==> src/bsb_pkg.sv <==
// constants and carrier types for the branch, skip and bit-operation unit
// assumes a decoder upstream has already split the instruction word
package bsb_pkg;

  // ----------------------------------------------------------------
  // status flag positions and reset value
  // ----------------------------------------------------------------
  localparam int unsigned FLG_C = 0;
  localparam int unsigned FLG_Z = 1;
  localparam int unsigned FLG_N = 2;
  localparam int unsigned FLG_V = 3;
  localparam int unsigned FLG_S = 4;
  localparam int unsigned FLG_H = 5;
  localparam int unsigned FLG_T = 6;
  localparam int unsigned FLG_I = 7;
  localparam logic [7:0]  FLAGS_RST = 8'h00;
  localparam logic [2:0]  FLG_I_SEL = 3'h7;

  // ----------------------------------------------------------------
  // cycle counts, expressed as extra cycles beyond the first
  // ----------------------------------------------------------------
  localparam logic [1:0] XTRA_NONE   = 2'h0;
  localparam logic [1:0] XTRA_BRANCH = 2'h1;
  localparam logic [1:0] XTRA_SKIP1  = 2'h1;
  localparam logic [1:0] XTRA_SKIP2  = 2'h2;
  localparam logic [1:0] XTRA_IOBIT  = 2'h1;

  // ----------------------------------------------------------------
  // operations; named flag set/clear ops other than global_int_on/off arrive as the generic forms
  // ----------------------------------------------------------------
  typedef enum logic [5:0] {
    OP_NOP, skip_reg_bit_set, skip_io_bit_clear, skip_io_bit_set,
    branch_flag_set, branch_flag_clear, branch_equal, branch_not_equal,
    branch_carry_set, branch_carry_clear, branch_same_higher,
    branch_lower, branch_minus, branch_plus, branch_ge_signed,
    branch_lt_signed, branch_half_set, branch_half_clear,
    branch_tflag_set, branch_tflag_clear, branch_overflow_clear,
    branch_int_enabled, branch_int_disabled, io_bit_set, io_bit_clear,
    shift_left_logical, shift_right_logical, rotate_left_carry,
    rotate_right_carry, shift_right_arith, nibble_swap,
    flag_set_generic, flag_clear_generic, bit_to_tflag, tflag_to_bit,
    global_int_on, global_int_off
  } bsb_opc_t;

  typedef struct packed {
    bsb_opc_t    opc;
    logic [7:0]  reg_val;   // register operand as read
    logic [2:0]  bit_sel;   // b or s operand
    logic [5:0]  io_addr;
    logic [6:0]  offs;      // signed relative offset k
    logic        two_word;  // following instruction is two words
  } bsb_op_t;

  typedef struct packed {
    logic        we;
    logic [5:0]  addr;
    logic [7:0]  data;
  } bsb_io_wr_t;

endpackage : bsb_pkg

==> src/bsb_exec.sv <==
// execution of skips, relative branches and bit/flag operations
// assumes i_op and i_io_rdata come from logic on i_mclk; i_io_rdata
// is the current value of the port at i_op.io_addr
`timescale 1ns/10ps
`default_nettype none
module bsb_exec
  import bsb_pkg::*;
#(
  parameter int unsigned PC_W = 16
)(
  input  wire logic              i_mclk,
  input  wire logic              i_rst_b,
  input  wire logic              i_op_valid,
  input  wire bsb_op_t           i_op,
  input  wire logic [PC_W-1:0]   i_pc,
  input  wire logic [7:0]        i_io_rdata,
  output logic                   o_ready,
  output logic                   o_pc_load,
  output logic [PC_W-1:0]        o_pc_next,
  output logic                   o_rd_we,
  output logic [7:0]             o_rd_wdata,
  output var bsb_io_wr_t         o_io_wr,
  output logic [7:0]             o_flags
);

  // ----------------------------------------------------------------
  // state
  // ----------------------------------------------------------------
  typedef enum logic {ST_IDLE, ST_HOLD} bsb_state_t;

  bsb_state_t      state_reg, state_next;
  logic [1:0]      cnt_reg, cnt_next;
  logic [7:0]      flags_reg, flags_next;
  logic [PC_W-1:0] pc_reg, pc_next;
  logic            load_reg;
  logic            rd_we_reg, rd_we_next;
  logic [7:0]      rd_reg, rd_next;
  bsb_io_wr_t      io_reg, io_next;

  // ----------------------------------------------------------------
  // decode
  // ----------------------------------------------------------------
  wire bsb_opc_t opc = i_op.opc;
  wire acc   = i_op_valid && o_ready;
  wire fc    = flags_reg[FLG_C];
  wire fz    = flags_reg[FLG_Z];
  wire fn    = flags_reg[FLG_N];
  wire fv    = flags_reg[FLG_V];
  wire fh    = flags_reg[FLG_H];
  wire ft    = flags_reg[FLG_T];
  wire fi    = flags_reg[FLG_I];
  wire fsel  = flags_reg[i_op.bit_sel];
  wire rbit  = i_op.reg_val[i_op.bit_sel];
  wire iobit = i_io_rdata[i_op.bit_sel];

  wire br_take =
      (opc == branch_flag_set       &&  fsel)
    | (opc == branch_flag_clear     && !fsel)
    | (opc == branch_equal          &&  fz)
    | (opc == branch_not_equal      && !fz)
    | (opc == branch_carry_set      &&  fc)
    | (opc == branch_lower          &&  fc)
    | (opc == branch_carry_clear    && !fc)
    | (opc == branch_same_higher    && !fc)
    | (opc == branch_ge_signed      && !(fn ^ fv))
    | (opc == branch_lt_signed      &&  (fn ^ fv))
    | (opc == branch_half_set       &&  fh)
    | (opc == branch_half_clear     && !fh)
    | (opc == branch_tflag_set      &&  ft)
    | (opc == branch_tflag_clear    && !ft)
    | (opc == branch_minus          &&  fn)
    | (opc == branch_plus           && !fn)
    | (opc == branch_overflow_clear && !fv)
    | (opc == branch_int_enabled    &&  fi)
    | (opc == branch_int_disabled   && !fi);

  wire skip_take =
      (opc == skip_reg_bit_set  &&  rbit)
    | (opc == skip_io_bit_clear && !iobit)
    | (opc == skip_io_bit_set   &&  iobit);

  wire is_io_bit = (opc == io_bit_set) || (opc == io_bit_clear);

  // ----------------------------------------------------------------
  // program counter targets
  // ----------------------------------------------------------------
  wire [PC_W-1:0] offs_ext = {{(PC_W-7){i_op.offs[6]}}, i_op.offs};
  wire [PC_W-1:0] pc_inc1  = i_pc + PC_W'(1);
  wire [PC_W-1:0] pc_br    = i_pc + offs_ext + PC_W'(1);
  // the skipped instruction is passed whole, one or two words
  wire [PC_W-1:0] pc_skip  = i_op.two_word ? i_pc + PC_W'(3)
                                           : i_pc + PC_W'(2);
  wire [PC_W-1:0] pc_tgt   = br_take   ? pc_br
                           : skip_take ? pc_skip : pc_inc1;

  wire [1:0] xtra = br_take   ? XTRA_BRANCH
                  : skip_take ? (i_op.two_word ? XTRA_SKIP2
                                               : XTRA_SKIP1)
                  : is_io_bit ? XTRA_IOBIT : XTRA_NONE;

  // ----------------------------------------------------------------
  // shifts, rotates, and the t flag and io bit write results
  // ----------------------------------------------------------------
  wire [7:0] v = i_op.reg_val;
  wire is_shl = (opc == shift_left_logical) || (opc == rotate_left_carry);
  wire is_shr = (opc == shift_right_logical) || (opc == rotate_right_carry)
             || (opc == shift_right_arith);
  wire is_sh  = is_shl || is_shr;
  wire top_in = (opc == rotate_right_carry) ? fc
              : (opc == shift_right_arith)  ? v[7] : 1'b0;
  wire bot_in = (opc == rotate_left_carry)  ? fc : 1'b0;
  wire [7:0] sh_res = is_shl ? {v[6:0], bot_in}
                             : {top_in, v[7:1]};
  wire sh_c = is_shl ? v[7] : v[0];
  wire sh_n = sh_res[7];
  wire sh_z = (sh_res == 8'h00);

  wire [7:0] tload_res = (v & ~(8'h01 << i_op.bit_sel))
                       | ({7'h00, ft} << i_op.bit_sel);
  wire [7:0] io_res  = (opc == io_bit_set)
                     ? (i_io_rdata |  (8'h01 << i_op.bit_sel))
                     : (i_io_rdata & ~(8'h01 << i_op.bit_sel));

  // ----------------------------------------------------------------
  // next state
  // ----------------------------------------------------------------
  always_comb
  begin
    flags_next = flags_reg;
    rd_we_next = 1'b0;
    rd_next    = rd_reg;
    io_next    = '{we: 1'b0, addr: io_reg.addr, data: io_reg.data};
    pc_next    = pc_reg;
    if (acc)
    begin
      pc_next = pc_tgt;
      if (is_sh)
      begin
        rd_we_next       = 1'b1;
        rd_next          = sh_res;
        flags_next[FLG_C] = sh_c;
        flags_next[FLG_Z] = sh_z;
        flags_next[FLG_N] = sh_n;
        flags_next[FLG_V] = sh_n ^ sh_c;
      end
      if (opc == nibble_swap)
      begin
        rd_we_next = 1'b1;
        rd_next    = {v[3:0], v[7:4]};
      end
      if (opc == bit_to_tflag)
        flags_next[FLG_T] = rbit;
      if (opc == tflag_to_bit)
      begin
        rd_we_next = 1'b1;
        rd_next    = tload_res;
      end
      if (opc == flag_set_generic)
        flags_next[i_op.bit_sel] = 1'b1;
      if (opc == flag_clear_generic)
        flags_next[i_op.bit_sel] = 1'b0;
      if (opc == global_int_on)
        flags_next[FLG_I] = 1'b1;
      if (opc == global_int_off)
        flags_next[FLG_I] = 1'b0;
      if (is_io_bit)
        io_next = '{we: 1'b1, addr: i_op.io_addr, data: io_res};
    end
  end

  // the unit stays not ready for the extra cycles of a slow operation
  always_comb
  begin
    state_next = state_reg;
    cnt_next   = cnt_reg;
    unique case (state_reg)
      ST_IDLE:
      begin
        if (acc && xtra != XTRA_NONE)
        begin
          state_next = ST_HOLD;
          cnt_next   = xtra;
        end
      end
      ST_HOLD:
      begin
        cnt_next = cnt_reg - 2'h1;
        if (cnt_reg == 2'h1)
          state_next = ST_IDLE;
      end
    endcase
  end

  always_ff @(posedge i_mclk or negedge i_rst_b)
  begin
    if (!i_rst_b)
    begin
      state_reg <= ST_IDLE;
      cnt_reg   <= 2'h0;
      flags_reg <= FLAGS_RST;
      pc_reg    <= '0;
      load_reg  <= 1'b0;
      rd_we_reg <= 1'b0;
      rd_reg    <= 8'h00;
      io_reg    <= '0;
    end
    else
    begin
      state_reg <= state_next;
      cnt_reg   <= cnt_next;
      flags_reg <= flags_next;
      pc_reg    <= pc_next;
      load_reg  <= acc;
      rd_we_reg <= rd_we_next;
      rd_reg    <= rd_next;
      io_reg    <= io_next;
    end
  end

  assign o_ready    = (state_reg == ST_IDLE);
  assign o_pc_load  = load_reg;
  assign o_pc_next  = pc_reg;
  assign o_rd_we    = rd_we_reg;
  assign o_rd_wdata = rd_reg;
  assign o_io_wr    = io_reg;
  assign o_flags    = flags_reg;
endmodule : bsb_exec
`default_nettype wire

==> config.mk <==
export PLATFORM = sky130hd
export DESIGN_NAME = bsb_exec
export DESIGN_NICKNAME = d
export VERILOG_FILES = /design/src/bsb_pkg.sv /design/src/bsb_exec.sv
export SDC_FILE = /design/constraint.sdc
export NUM_CORES = 1
export LEC_CHECK = 0
export ABC_CLOCK_PERIOD_IN_PS = 3250
export BUFFER_PORTS_ARGS = -buffer_cell sky130_fd_sc_hd__buf_2
export CORE_MARGIN = 2
export CORE_UTILIZATION = 35
export CTS_CLUSTER_DIAMETER = 100
export DETAILED_ROUTE_END_ITERATION = 12
export PLACE_DENSITY_LB_ADDON = 0.12
export SLEW_MARGIN = 30
export SYNTH_ARGS = -nofsm -noshare
export SYNTH_HDL_FRONTEND = slang
export SYNTH_SLANG_ARGS = --single-unit
==> constraint.sdc <==
create_clock -name i_mclk -period 3.25 [get_ports i_mclk]
set_input_delay 0.65 -clock i_mclk [delete_from_list [all_inputs] [get_ports i_mclk]]
set_output_delay 0.65 -clock i_mclk [all_outputs]
set_load 0.01 [all_outputs]
==> flow_metrics.tcl <==
set metrics [dict create \
    status "finished clean" \
    io_pins 108 \
    postCtsSetupBuffers 0 \
    grt_usage 0.206 \
    grt_max_degree 42 \
    syn_inst 566 \
    grt_first_pass_wirelength_um 23500 \
    post_route_cells_drive_above_1_share 0.231 \
    drtPass1Iterations 4 \
    path_class "in2reg" \
    power_leakage_nw 2.55 \
    ys_seq_area_frac 0.285 \
    tightest_slew_ps 790 \
    htree_num_levels 2 \
    synthFlopType "dfrtp_1" \
    yosys_warnings 0 \
    endpoint_kind "flip-flop" \
    globalplace.congestion 0.857 \
    post_drt_wl_per_cell_um 17.1 \
    initial_core_util 0.361 \
    period_minus_slack_ps 2910 \
    cts_hold_buffers 0 \
    skew_ps 7.30 \
    arrival_ps 3100 \
    clock_sinks 52 \
    synth_area_um2 4570 \
    routed_wl_um 14500 \
    postSynth.asyncResetShare 1.00 \
    timing.final.crit_share 0.894 \
    setup_viol 0 \
    ant_nets 0 \
    placed_cell_area_um2 5390 \
    max-vdd-ir-drop_mv 0.260 \
    core_area_um2 12700 \
    cp_max_fo 5 \
    clk_pin_slew_ps 80 \
    clk_path_buf_depth 2 \
    dp_hpwl_um 11100 \
    tns_ps 0 \
    vias 4713 \
    synth_top_area_cell "dfrtp_1" \
    dieArea_um2 14000 \
    synth.area.top_cells "dfrtp_1, mux2i_1, nand2_1" \
    slew-limit-headroom 0.473 \
    final_area_um2 5540 \
    antenna_found_initial 0 \
    synth_enable_flop_cells 0 \
    synth_cell_types 62 \
    cts.repair.resized 0 \
    rows 41 \
    hold_path_class "in2async" \
    fin_hold_ws_ps 430 \
    synth_nets 645 \
    power_density_nw_per_um2 500 \
    largest_register_ffs 16 \
    hold_viol 0 \
    dp_cells 840 \
    grt_pass1_vias 4571 \
    max_freq_mhz 344 \
    yosysTopAreaCellShare 0.285 \
    rsz0062_at_grt "false" \
    slew_violations 0 \
    crit_required_ps 3440 \
    dieHeight_um 118 \
    port_buffers 107 \
    maxCapViolations 0 \
    gr-total-overflow 0 \
    clk-insertion-delay-late_ps 300 \
    cts_buffers 5 \
    die_w_um 118 \
    via_per_inst 5.56 \
    synthToLayoutAreaGrowth_pct 21.3 \
    nNetsFinal 754 \
    ys_ff_latch 52 \
    cts_tree "yes" \
    total_power_mw 2.77 \
    dr.first_iter.drc_count 224 \
    diodes 0 \
    cp-start-kind "input port" \
    drc_errors 0 \
    cts_root_buf "clkbuf_16" \
    final_cells 848 \
    syn_avg_cell_area_um2 8.07 \
]
-- kinds of logic after synthesis --
group                      after synthesis  share of synthesized area
muxes                                   41                     0.0994
DFF                                     52                      0.285
adders and majority gates               21                     0.0592
and+or+nand+nor                        207                      0.220
AOI/OAI and AO/OA                      166                      0.237
buffers and inverters                   55                     0.0504
xor gates and xnor gates                24                     0.0490
-- where the power goes --
group	switching (mW)	leakage (nW)	total (mW)	internal [mW]
Combinational	0.677	1.82	1.20	0.522
Sequential	0.147	0.664	1.00	0.858
Clock	0.276	0.0708	0.568	0.292
Total	1.10	2.55	2.77	1.67
-- placed cells by master, fill, tap and decap left out, types with 4 or more instances in the layout --
cell type,synthesis,layout
buf_2,4,107
nand2_1,84,84
dfrtp_1,52,52
o21ai_0,44,44
mux2i_1,36,36
nor2_1,34,34
a21oi_1,34,34
buf_4,1,29
inv_1,21,21
ha_1,20,20
nor3_1,18,18
xnor2_1,16,16
o211ai_1,13,13
a31oi_1,12,12
nor2b_1,9,9
o21a_1,9,9
nand2b_1,8,8
nand3_1,8,8
nand4_1,8,8
and3_1,7,7
a311oi_1,7,7
xor2_1,7,7
a221o_1,6,6
or4_1,5,5
o22ai_1,5,5
clkbuf_16,0,5
and2_1,4,4
or3_1,4,4
nand4b_1,4,4
o2111ai_1,4,4
-- worst paths after layout --
path / from / end / slack, ps / cells after the start
max in group asynchronous: i_rst_b / o_io_wr[11]$_DFFE_PN0P_ / 2140 / 2
max reg2reg: o_flags[7]$_DFFE_PN0P_ / o_pc_next[6]$_DFFE_PN0P_ / 580 / 7
min in group i_mclk: o_io_wr[12]$_DFFE_PN0P_ / o_io_wr[12]$_DFFE_PN0P_ / 470 / 2
max: i_op[15] / o_pc_next[6]$_DFFE_PN0P_ / 340 / 8
min reg2reg: o_io_wr[12]$_DFFE_PN0P_ / o_io_wr[12]$_DFFE_PN0P_ / 470 / 2
min: i_rst_b / o_pc_load$_DFF_PN0_ / 430 / 1
-- layout make-up --
class / instances / area, um^2
Multi-Input combinational cell: 459 / 3040
Tap cell: 172 / 215
Timing Repair Buffer: 136 / 753
Fill cell: 1336 / 7130
Clock inverter: 3 / 25.0
Sequential cell: 52 / 1300
Inverter: 21 / 78.8
Clock buffer: 5 / 125
-- critical path: stages --
cell,delay (ps)
buf_2,140
mux2i_1,130
mux4_2,510
or4_4,520
and3_1,210
mux2_4,300
or4_1,450
and3_1,180
-- metrics by stage --
| stage | util | setup WS, ps |
|---|---|---|
| 2_1_floorplan | - | 58.6 |
| 3_3_place_gp | 0.425 | 69.1 |
| 3_5_place_dp | 0.425 | 56.4 |
| 4_1_cts | 0.437 | 354 |
| 5_1_grt | 0.437 | 243 |
| 6_report | 0.437 | 344 |
-- Yosys cell counts (12+ instances only) --
cell type / count
mux2i_1: 36
a31oi_1: 12
clkbuf_1: 26
ha_1: 20
nor3_1: 18
nor2_1: 34
o21ai_0: 44
a21oi_1: 34
o211ai_1: 13
dfrtp_1: 52
nand2_1: 84
xnor2_1: 16
inv_1: 21
-- routing by layer --
metal  track usage  vias up  part of all wire
li1              -     2318                 -
met1         0.278     2223              0.47
met3        0.0338       25             0.049
met2         0.335      147              0.46
met4        0.0678        0             0.019
met5             0        -                 0
Note: power is estimated with default switching activity, not from simulation.
